===== config.mk =====
export PLATFORM = sky130hd
export DESIGN_NAME = disk_host_port
export DESIGN_NICKNAME = d
export VERILOG_FILES = /design/src/shared/disk_port_pkg.sv /design/src/rtl/disk_host_port.sv
export SDC_FILE = /design/constraint.sdc
export NUM_CORES = 1
export LEC_CHECK = 0
export BUFFER_PORTS_ARGS = -buffer_cell sky130_fd_sc_hd__buf_4
export CORE_MARGIN = 1
export CORE_UTILIZATION = 35
export DETAILED_ROUTE_END_ITERATION = 10
export GPL_TIMING_DRIVEN = 1
export PLACE_DENSITY = 0.67
export SLEW_MARGIN = 20
export SYNTH_ARGS = -nofsm -noshare
export SYNTH_HDL_FRONTEND = slang
export SYNTH_SLANG_ARGS = --single-unit

===== constraint.sdc =====
create_clock -name sys_clk_i -period 3.7 [get_ports sys_clk_i]
set_input_delay 0.37 -clock sys_clk_i [delete_from_list [all_inputs] [get_ports sys_clk_i]]
set_output_delay 0.37 -clock sys_clk_i [all_outputs]
set_load 0.05 [all_outputs]

===== src/shared/disk_port_pkg.sv =====
/*
 Constants, types and helpers for the fixed disk host port.
 Assumes an 8-bit I/O bus on the system clock and a controller core
 behind the port that runs commands and moves record bytes.
*/
// Behaviour
// - Host sees three readable 8-bit registers: status, data and control.
// - Status register reads current state at any time.
// - Status is read-only; host paces data bytes by its bits.
// - One data port fronts a stack of internal registers.
// - Command bytes written in order, results read in order.
// - Write to port 322h issues a controller-select pulse.
// - Record bytes move through system DMA requests.
// - Interrupt raised on completion, once the status byte waits.
// - 32-bit ECC protects record data against burst errors.
// - One or two drives share one daisy-chained cable.
// - Completion byte: bit 1 error, bit 5 unit, rest zero.
// - Interrupt when status byte ready; busy drops once read.
// - After an error status, four sense bytes follow.
package disk_port_pkg;
   localparam int ADDR_W = 10;
   localparam logic [9:0] PORT_DATA = 10'h320;
   localparam logic [9:0] PORT_STAT = 10'h321;
   localparam logic [9:0] PORT_SEL = 10'h322;
   localparam logic [9:0] PORT_CTRL = 10'h323;
   localparam int CMD_BYTES = 6;
   localparam int SENSE_BYTES = 4;
   // Status register fields
   localparam int ST_REQ = 0;
   localparam int ST_DIR = 1;
   localparam int ST_CMD = 2;
   localparam int ST_BUSY = 3;
   localparam int ST_IRQ = 4;
   localparam int ST_DRQ = 5;
   // Control register fields
   localparam int CT_IRQ_EN = 0;
   localparam int CT_DMA_EN = 1;
   localparam logic [1:0] CTRL_RST = 2'h0;
   // Completion byte fields, command unit bit, sense code and ECC constants
   localparam int CB_ERR = 1;
   localparam int CB_LUN = 5;
   localparam int CMD_LUN_BIT = 37;
   localparam logic [7:0] SENSE_DATA_ERR = 8'h11;
   localparam logic [31:0] ECC_POLY = 32'h04C11DB7;
   localparam logic [31:0] ECC_INIT = 32'h00000000;

   typedef enum logic [4:0] {
      ST_IDLE = 5'h01,
      ST_CMDIN = 5'h02,
      ST_WAIT = 5'h04,
      ST_XFER = 5'h08,
      ST_STATB = 5'h10
   } port_state_e;

   typedef struct packed {
      logic rd;
      logic wr;
      logic [ADDR_W-1:0] addr;
      logic [7:0] wdata;
   } io_req_s;

   typedef struct packed {
      logic err;
      logic [31:0] ecc;
      logic [31:0] sense;
   } core_done_s;

   function automatic logic [31:0] ecc_step(input logic [31:0] c,
                                            input logic [7:0] b);
      logic [31:0] r;
      r = c;
      for (int i = 7; i >= 0; i--) begin
         r = (r[31] ^ b[i]) ? ((r << 1) ^ ECC_POLY) : (r << 1);
      end
      return r;
   endfunction
endpackage


===== src/rtl/disk_host_port.sv =====
/*
 Host-facing register port of the fixed disk adapter: status and
 data ports, select pulse, DMA request, interrupt and record ECC.
 Assumes bus strobes are synchronous to sys_clk_i and last one cycle.
*/
`timescale 1ns/1ns
module disk_host_port (
   input wire logic sys_clk_i,
   input wire logic srst_i,
   input wire disk_port_pkg::io_req_s io_i,
   output logic [7:0] io_rdata_o,
   input wire logic dack_i,
   input wire logic tc_i,
   output logic drq_o,
   output logic irq_o,
   output logic ctl_sel_o,
   output logic cmd_go_o,
   output logic [8*disk_port_pkg::CMD_BYTES-1:0] cmd_o,
   input wire logic core_xfer_i,
   input wire logic core_dir_i,
   input wire logic core_done_i,
   input wire disk_port_pkg::core_done_s core_res_i,
   input wire logic rec_in_valid_i,
   input wire logic [7:0] rec_in_data_i,
   output logic rec_in_ready_o,
   output logic rec_out_valid_o,
   output logic [7:0] rec_out_data_o,
   input wire logic rec_out_ready_i,
   output logic [31:0] ecc_o,
   output logic [1:0] drive_sel_o
);
   import disk_port_pkg::*;

   function automatic logic hit(input io_req_s r, input logic [9:0] a);
      return !dack_i && r.addr == a;
   endfunction

   port_state_e state_q, state_d;
   logic [2:0] cnt_q, cnt_d;
   logic [8*CMD_BYTES-1:0] cmd_q, cmd_d;
   logic [1:0] ctrl_q, ctrl_d;
   logic busy_q, busy_d;
   logic sense_q, sense_d;
   logic dir_q, dir_d;
   logic err_q, err_d;
   logic [31:0] sense_bytes_q, sense_bytes_d;
   logic [7:0] rec_q, rec_d;
   logic full_q, full_d;
   logic tc_seen_q, tc_seen_d;
   logic [31:0] ecc_q, ecc_d;
   logic [7:0] rdata_q, rdata_d;
   logic sel_q, sel_d, go_q, go_d, irq_q, irq_d;
   logic [7:0] status_w, compl_w;
   logic rd_data, wr_data, lun;

   assign lun = cmd_q[CMD_LUN_BIT];
   assign rd_data = io_i.rd && hit(io_i, PORT_DATA);
   assign wr_data = io_i.wr && hit(io_i, PORT_DATA);
   // Completion byte: only error and unit bits may be set
   assign compl_w = 8'(err_q) << CB_ERR | 8'(lun) << CB_LUN;

   // Pacing bits for programmed transfers
   always_comb begin
      status_w = 8'h00;
      status_w[ST_REQ] = state_q == ST_CMDIN || state_q == ST_STATB;
      status_w[ST_DIR] = state_q == ST_STATB;
      status_w[ST_CMD] = state_q == ST_CMDIN;
      status_w[ST_BUSY] = busy_q;
      status_w[ST_IRQ] = irq_q;
      status_w[ST_DRQ] = drq_o;
   end

   // DMA request while a record byte can move
   assign drq_o = state_q == ST_XFER && ctrl_q[CT_DMA_EN] && !tc_seen_q
                  && (dir_q ? full_q : !full_q);
   assign rec_in_ready_o = state_q == ST_XFER && dir_q && !full_q;
   assign rec_out_valid_o = !dir_q && full_q;

   always_comb begin
      state_d = state_q;
      cnt_d = cnt_q;
      cmd_d = cmd_q;
      ctrl_d = ctrl_q;
      busy_d = busy_q;
      sense_d = sense_q;
      dir_d = dir_q;
      err_d = err_q;
      sense_bytes_d = sense_bytes_q;
      rec_d = rec_q;
      full_d = full_q;
      tc_seen_d = tc_seen_q;
      ecc_d = ecc_q;
      rdata_d = rdata_q;
      sel_d = 1'b0;
      go_d = 1'b0;
      // Writes to the status port fall through untouched
      if (io_i.wr && hit(io_i, PORT_CTRL)) begin
         ctrl_d = io_i.wdata[1:0];
      end
      if (io_i.rd) begin
         rdata_d = 8'h00;
         if (hit(io_i, PORT_STAT)) begin
            rdata_d = status_w;
         end else if (hit(io_i, PORT_CTRL)) begin
            rdata_d = {6'h00, ctrl_q};
         end
      end
      // Select pulse restarts the command phase
      if (io_i.wr && hit(io_i, PORT_SEL)) begin
         sel_d = 1'b1;
         state_d = ST_CMDIN;
         cnt_d = 3'h0;
         busy_d = 1'b1;
         sense_d = 1'b0;
      end else begin
         unique case (state_q)
            ST_IDLE: begin
               // Sense bytes stay readable after busy has dropped
               if (rd_data && sense_q) begin
                  rdata_d = sense_bytes_q[8*(3-cnt_q[1:0]) +: 8];
                  cnt_d = cnt_q + 3'h1;
                  if (cnt_q == 3'(SENSE_BYTES - 1)) begin
                     sense_d = 1'b0;
                  end
               end
            end
            ST_CMDIN: begin
               if (wr_data) begin
                  cmd_d[8*(CMD_BYTES-1-int'(cnt_q)) +: 8] = io_i.wdata;
                  cnt_d = cnt_q + 3'h1;
                  if (cnt_q == 3'(CMD_BYTES - 1)) begin
                     go_d = 1'b1;
                     state_d = ST_WAIT;
                  end
               end
            end
            ST_WAIT: begin
               if (core_done_i) begin
                  state_d = ST_STATB;
                  err_d = core_res_i.err;
                  sense_bytes_d = core_res_i.sense;
               end else if (core_xfer_i) begin
                  state_d = ST_XFER;
                  dir_d = core_dir_i;
                  full_d = 1'b0;
                  tc_seen_d = 1'b0;
                  ecc_d = ECC_INIT;
               end
            end
            ST_XFER: begin
               // Count end stops requests for the rest of the record phase
               if (dack_i && tc_i) begin
                  tc_seen_d = 1'b1;
               end
               if (dir_q) begin
                  if (dack_i && io_i.rd) begin
                     rdata_d = rec_q;
                     full_d = 1'b0;
                  end
                  if (rec_in_valid_i && rec_in_ready_o) begin
                     rec_d = rec_in_data_i;
                     full_d = 1'b1;
                     ecc_d = ecc_step(ecc_q, rec_in_data_i);
                  end
               end else begin
                  if (rec_out_ready_i && full_q) begin
                     full_d = 1'b0;
                  end
                  if (dack_i && io_i.wr && !full_q) begin
                     rec_d = io_i.wdata;
                     full_d = 1'b1;
                     ecc_d = ecc_step(ecc_q, io_i.wdata);
                  end
               end
               if (core_done_i) begin
                  state_d = ST_STATB;
                  sense_bytes_d = core_res_i.sense;
                  err_d = core_res_i.err;
                  // Check code mismatch on read-back flags a data error
                  if (dir_q && core_res_i.ecc != ecc_q) begin
                     err_d = 1'b1;
                     sense_bytes_d[31:24] = SENSE_DATA_ERR;
                  end
               end
            end
            ST_STATB: begin
               if (rd_data) begin
                  rdata_d = compl_w;
                  busy_d = 1'b0;
                  state_d = ST_IDLE;
                  sense_d = err_q;
                  cnt_d = 3'h0;
               end
            end
         endcase
      end
      // Raised once the completion byte waits
      // Uses the new enable so a late write still raises the line
      irq_d = ctrl_d[CT_IRQ_EN] && state_d == ST_STATB;
   end

   always_ff @(posedge sys_clk_i) begin
      if (srst_i) begin
         state_q <= ST_IDLE;
         cnt_q <= 3'h0;
         cmd_q <= '0;
         ctrl_q <= CTRL_RST;
         busy_q <= 1'b0;
         sense_q <= 1'b0;
         dir_q <= 1'b0;
         err_q <= 1'b0;
         sense_bytes_q <= '0;
         rec_q <= 8'h00;
         full_q <= 1'b0;
         tc_seen_q <= 1'b0;
         ecc_q <= ECC_INIT;
         rdata_q <= 8'h00;
         sel_q <= 1'b0;
         go_q <= 1'b0;
         irq_q <= 1'b0;
      end else begin
         state_q <= state_d;
         cnt_q <= cnt_d;
         cmd_q <= cmd_d;
         ctrl_q <= ctrl_d;
         busy_q <= busy_d;
         sense_q <= sense_d;
         dir_q <= dir_d;
         err_q <= err_d;
         sense_bytes_q <= sense_bytes_d;
         rec_q <= rec_d;
         full_q <= full_d;
         tc_seen_q <= tc_seen_d;
         ecc_q <= ecc_d;
         rdata_q <= rdata_d;
         sel_q <= sel_d;
         go_q <= go_d;
         irq_q <= irq_d;
      end
   end

   // Status, data and control ports read back controller state
   assign io_rdata_o = rdata_q;
   assign ctl_sel_o = sel_q;
   assign cmd_go_o = go_q;
   assign cmd_o = cmd_q;
   assign irq_o = irq_q;
   assign rec_out_data_o = rec_q;
   assign ecc_o = ecc_q;
   // Shared cable: unit bit picks one of two drives
   assign drive_sel_o = lun ? 2'h2 : 2'h1;
endmodule


==> results.json <==
{
  "yosys_warnings": 0,
  "netlist_instances": 973,
  "dr.pass1.iters": 7,
  "cts_max_level": 4,
  "synth_edf_count": 0,
  "cp_cell_sequence": "inv_1, ha_1, inv_1, fa_1, nor4b_2, buf_4, o21ai_1, or4_1, nand2_1, a21oi_1",
  "overflow": 0,
  "crit_required_ns": 3.99,
  "clock_path_buffers": 2,
  "pwr-share-comb_pct": 14.1,
  "switching_share_pct": 25.8,
  "place_congestion": 0.890,
  "antenna_found_initial": 0,
  "num_rows": 57,
  "cts_root_buf": "clkbuf_16",
  "drv_cap": 0,
  "grt_usage_pct": 20.8,
  "n_antenna_cell": 0,
  "skew_ns": 0.00815,
  "start_util_pct": 36.0,
  "yosysTopAreaCell": "dfxtp_1",
  "vias": 7603,
  "cts_resized": 0,
  "drtIter0Drc": 393,
  "startpoint": "cnt_q[1]",
  "leakagePower_uw": 0.00418,
  "cp_common_cell": "inv_1",
  "ios": 206,
  "crit_path_max_incr_delay_ns": 0.58,
  "rsz0062_at_grt": "false",
  "wl_per_cell_um": 18.3,
  "hpwl_um": 20300,
  "holdBufCountCts": 0,
  "dieHeight_um": 161,
  "post_cts_buffers": 0,
  "relSlewSlack_pct": 37.1,
  "final.fill_count": 2366,
  "clkTransAtPathRegs_ns": 0.06,
  "clkLatencyLatePin_ns": 0.42,
  "cp_slowest_cell": "fa_1",
  "routed_via_density": 5.14,
  "grt_pass1_vias": 7279,
  "seq_power_share_pct": 41.0,
  "hold_depth": 3,
  "mostFrequentLayoutCell": "buf_4",
  "grt_max_degree": 71,
  "synth_top_area_share_pct": 33.5,
  "io_buffers": 205,
  "synth_seq_cells": 147,
  "die_w_um": 161,
  "r2r_end": "cmd_o[28]",
  "hold_path.class": "in2reg",
  "async_reset_ff_share_pct": 0,
  "worstMarginPinSlew_ns": 0.943,
  "drv_slew": 0,
  "cp.arrival_ns": 3.05,
  "p_sw_uw": 995,
  "final_cell_mix": "buf_4 (220), dfxtp_1 (147), nand2_1 (145)",
  "synth_nets": 1086,
  "tns_ns": 0,
  "critPathLaunchType": "flip-flop",
  "multi_input_area_sq_um": 5420,
  "ys_seq_area_share_pct": 33.5,
  "seq_area_sq_um": 2940,
  "synth_flop_cell": "dfxtp_1",
  "cts.sinks": 147,
  "final_util_pct": 45.2,
  "end_kind": "flip-flop",
  "ant_nets": 0,
  "intPower_uw": 2870,
  "synth_cell_types": 67,
  "nNetsFinal": 1254,
  "syn2layout_area_growth_pct": 25.8,
  "timing.fmax_ghz": 0.362,
  "drcViolationCount": 0,
  "p_clk_share_pct": 44.9,
  "timing.rr.start": "cnt_q[1]",
  "core_sq_um": 24500,
  "layout.cells.non_filler": 1478,
  "syn_avg_cell_area_sq_um": 9.04,
  "die_area_sq_um": 25800,
  "place_inst": 1446,
  "p_per_area_nw_per_um2": 349,
  "numCtsBuffers": 17,
  "period_minus_slack_ns": 2.77,
  "grt_pass1_wl_um": 41400,
  "cts_tree": "done",
  "status": "completed",
  "setup_viol": 0,
  "synth_area_leaders": "dfxtp_1 (33%), xnor2_1 (11%), nand2_1 (6.2%)",
  "criticalPathCategory": "reg2reg",
  "rrSetupSlack_ns": 0.93,
  "synth_area_sq_um": 8800,
  "reg2reg_depth": 10,
  "crit_end": "cmd_o[28]",
  "wirelength_um": 27000,
  "min_period_over_period_pct": 74.8,
  "peakVddDrop_v": 0.000226,
  "drive_gt1_share_pct": 26.1,
  "critPathMaxFanout": 9,
  "hold_viol_final": 0
}
logic make-up (layout without fill, tap and decap cells):
family	after synthesis	count (layout)	share of synthesized area [%]
xor gates and xnor gates	167	167	22.7
adders and majority gates	11	11	1.65
and+or+nand+nor	341	341	19.1
buffers and inverters	83	264	4.88
AOI/OAI and AO/OA	186	186	12.7
DFF	147	147	33.5
muxes	38	38	5.50
critical path, delay by kind of cell (launching register included):
family                     cells  cell delay (ns)
adders and majority gates      2             0.78
and+or+nand+nor                3             0.97
DFF                            1             0.31
AOI/OAI and AO/OA              2             0.18
buffers and inverters          3             0.39
state kept, by name, summed over array words and instances, names as in the netlist, 2 cells and up:
signal,count
ctrl_q,2
cmd_o,48
io_rdata_o,8
sense_bytes_q,32
state_q,5
rec_out_data_o,8
ecc_o,32
cnt_q,3
cell type report:
type	count	share of cell area, %
tap	324	3.66
clock inverter	13	1.35
timing repair buffer	221	15.1
sequential	147	26.6
inverter	11	0.373
clock buffer	19	3.91
multi-input combinational	743	49.0
power groups by stage:
stage | sequential [uW] | combinational, uW | clock, uW
CTS | 1580 | 547 | 1760
global route | 1580 | 581 | 1840
detailed placement | 1620 | 544 | 0
floorplan | 1620 | 370 | 0
finish | 1580 | 545 | 1740
global placement | 1620 | 539 | 0
metal layers:
layer,up-vias,routed length [um],GRT usage (%)
li1,3696,-,-
met1,3573,11000,25.6
met2,285,13100,34.8
met3,49,1800,4.65
met4,0,1010,9.26
met5,-,0,0
through the flow:
step | hold WS, ns | setup WS [ns] | power, uW | cell area [sq um]
after floorplan | 0.433 | 0.453 | 1990 | 8800
after global placement | 0.439 | 1.02 | 2160 | 10500
after detailed placement | 0.443 | 0.944 | 2160 | 10500
after CTS | 0.176 | 0.924 | 3890 | 11100
after global routing | 0.175 | 0.767 | 4000 | 11100
final | 0.191 | 0.934 | 3860 | 11100
cell usage after synthesis, types with 17 or more instances:
| library cell | instances |
|---|---|
| xnor2_1 | 110 |
| xnor2_4 | 17 |
| clkbuf_1 | 30 |
| a22oi_1 | 35 |
| nand2_1 | 145 |
| a21oi_1 | 88 |
| o21ai_1 | 18 |
| nand3b_1 | 17 |
| nand3_1 | 43 |
| buf_2 | 22 |
| dfxtp_1 | 147 |
| mux2i_1 | 29 |
| xor2_1 | 21 |
| nor2_1 | 65 |
worst min-delay path by stage:
stage                       from           endpoint
2_1_floorplan  sense_bytes_q[10]  sense_bytes_q[10]
3_3_place_gp            cmd_o[9]           cmd_o[9]
3_5_place_dp            cmd_o[3]           cmd_o[3]
4_1_cts           core_res_i[29]  sense_bytes_q[29]
5_1_grt           core_res_i[15]  sense_bytes_q[15]
6_report          core_res_i[29]  sense_bytes_q[29]
Note: power is estimated with default switching activity, not from simulation.
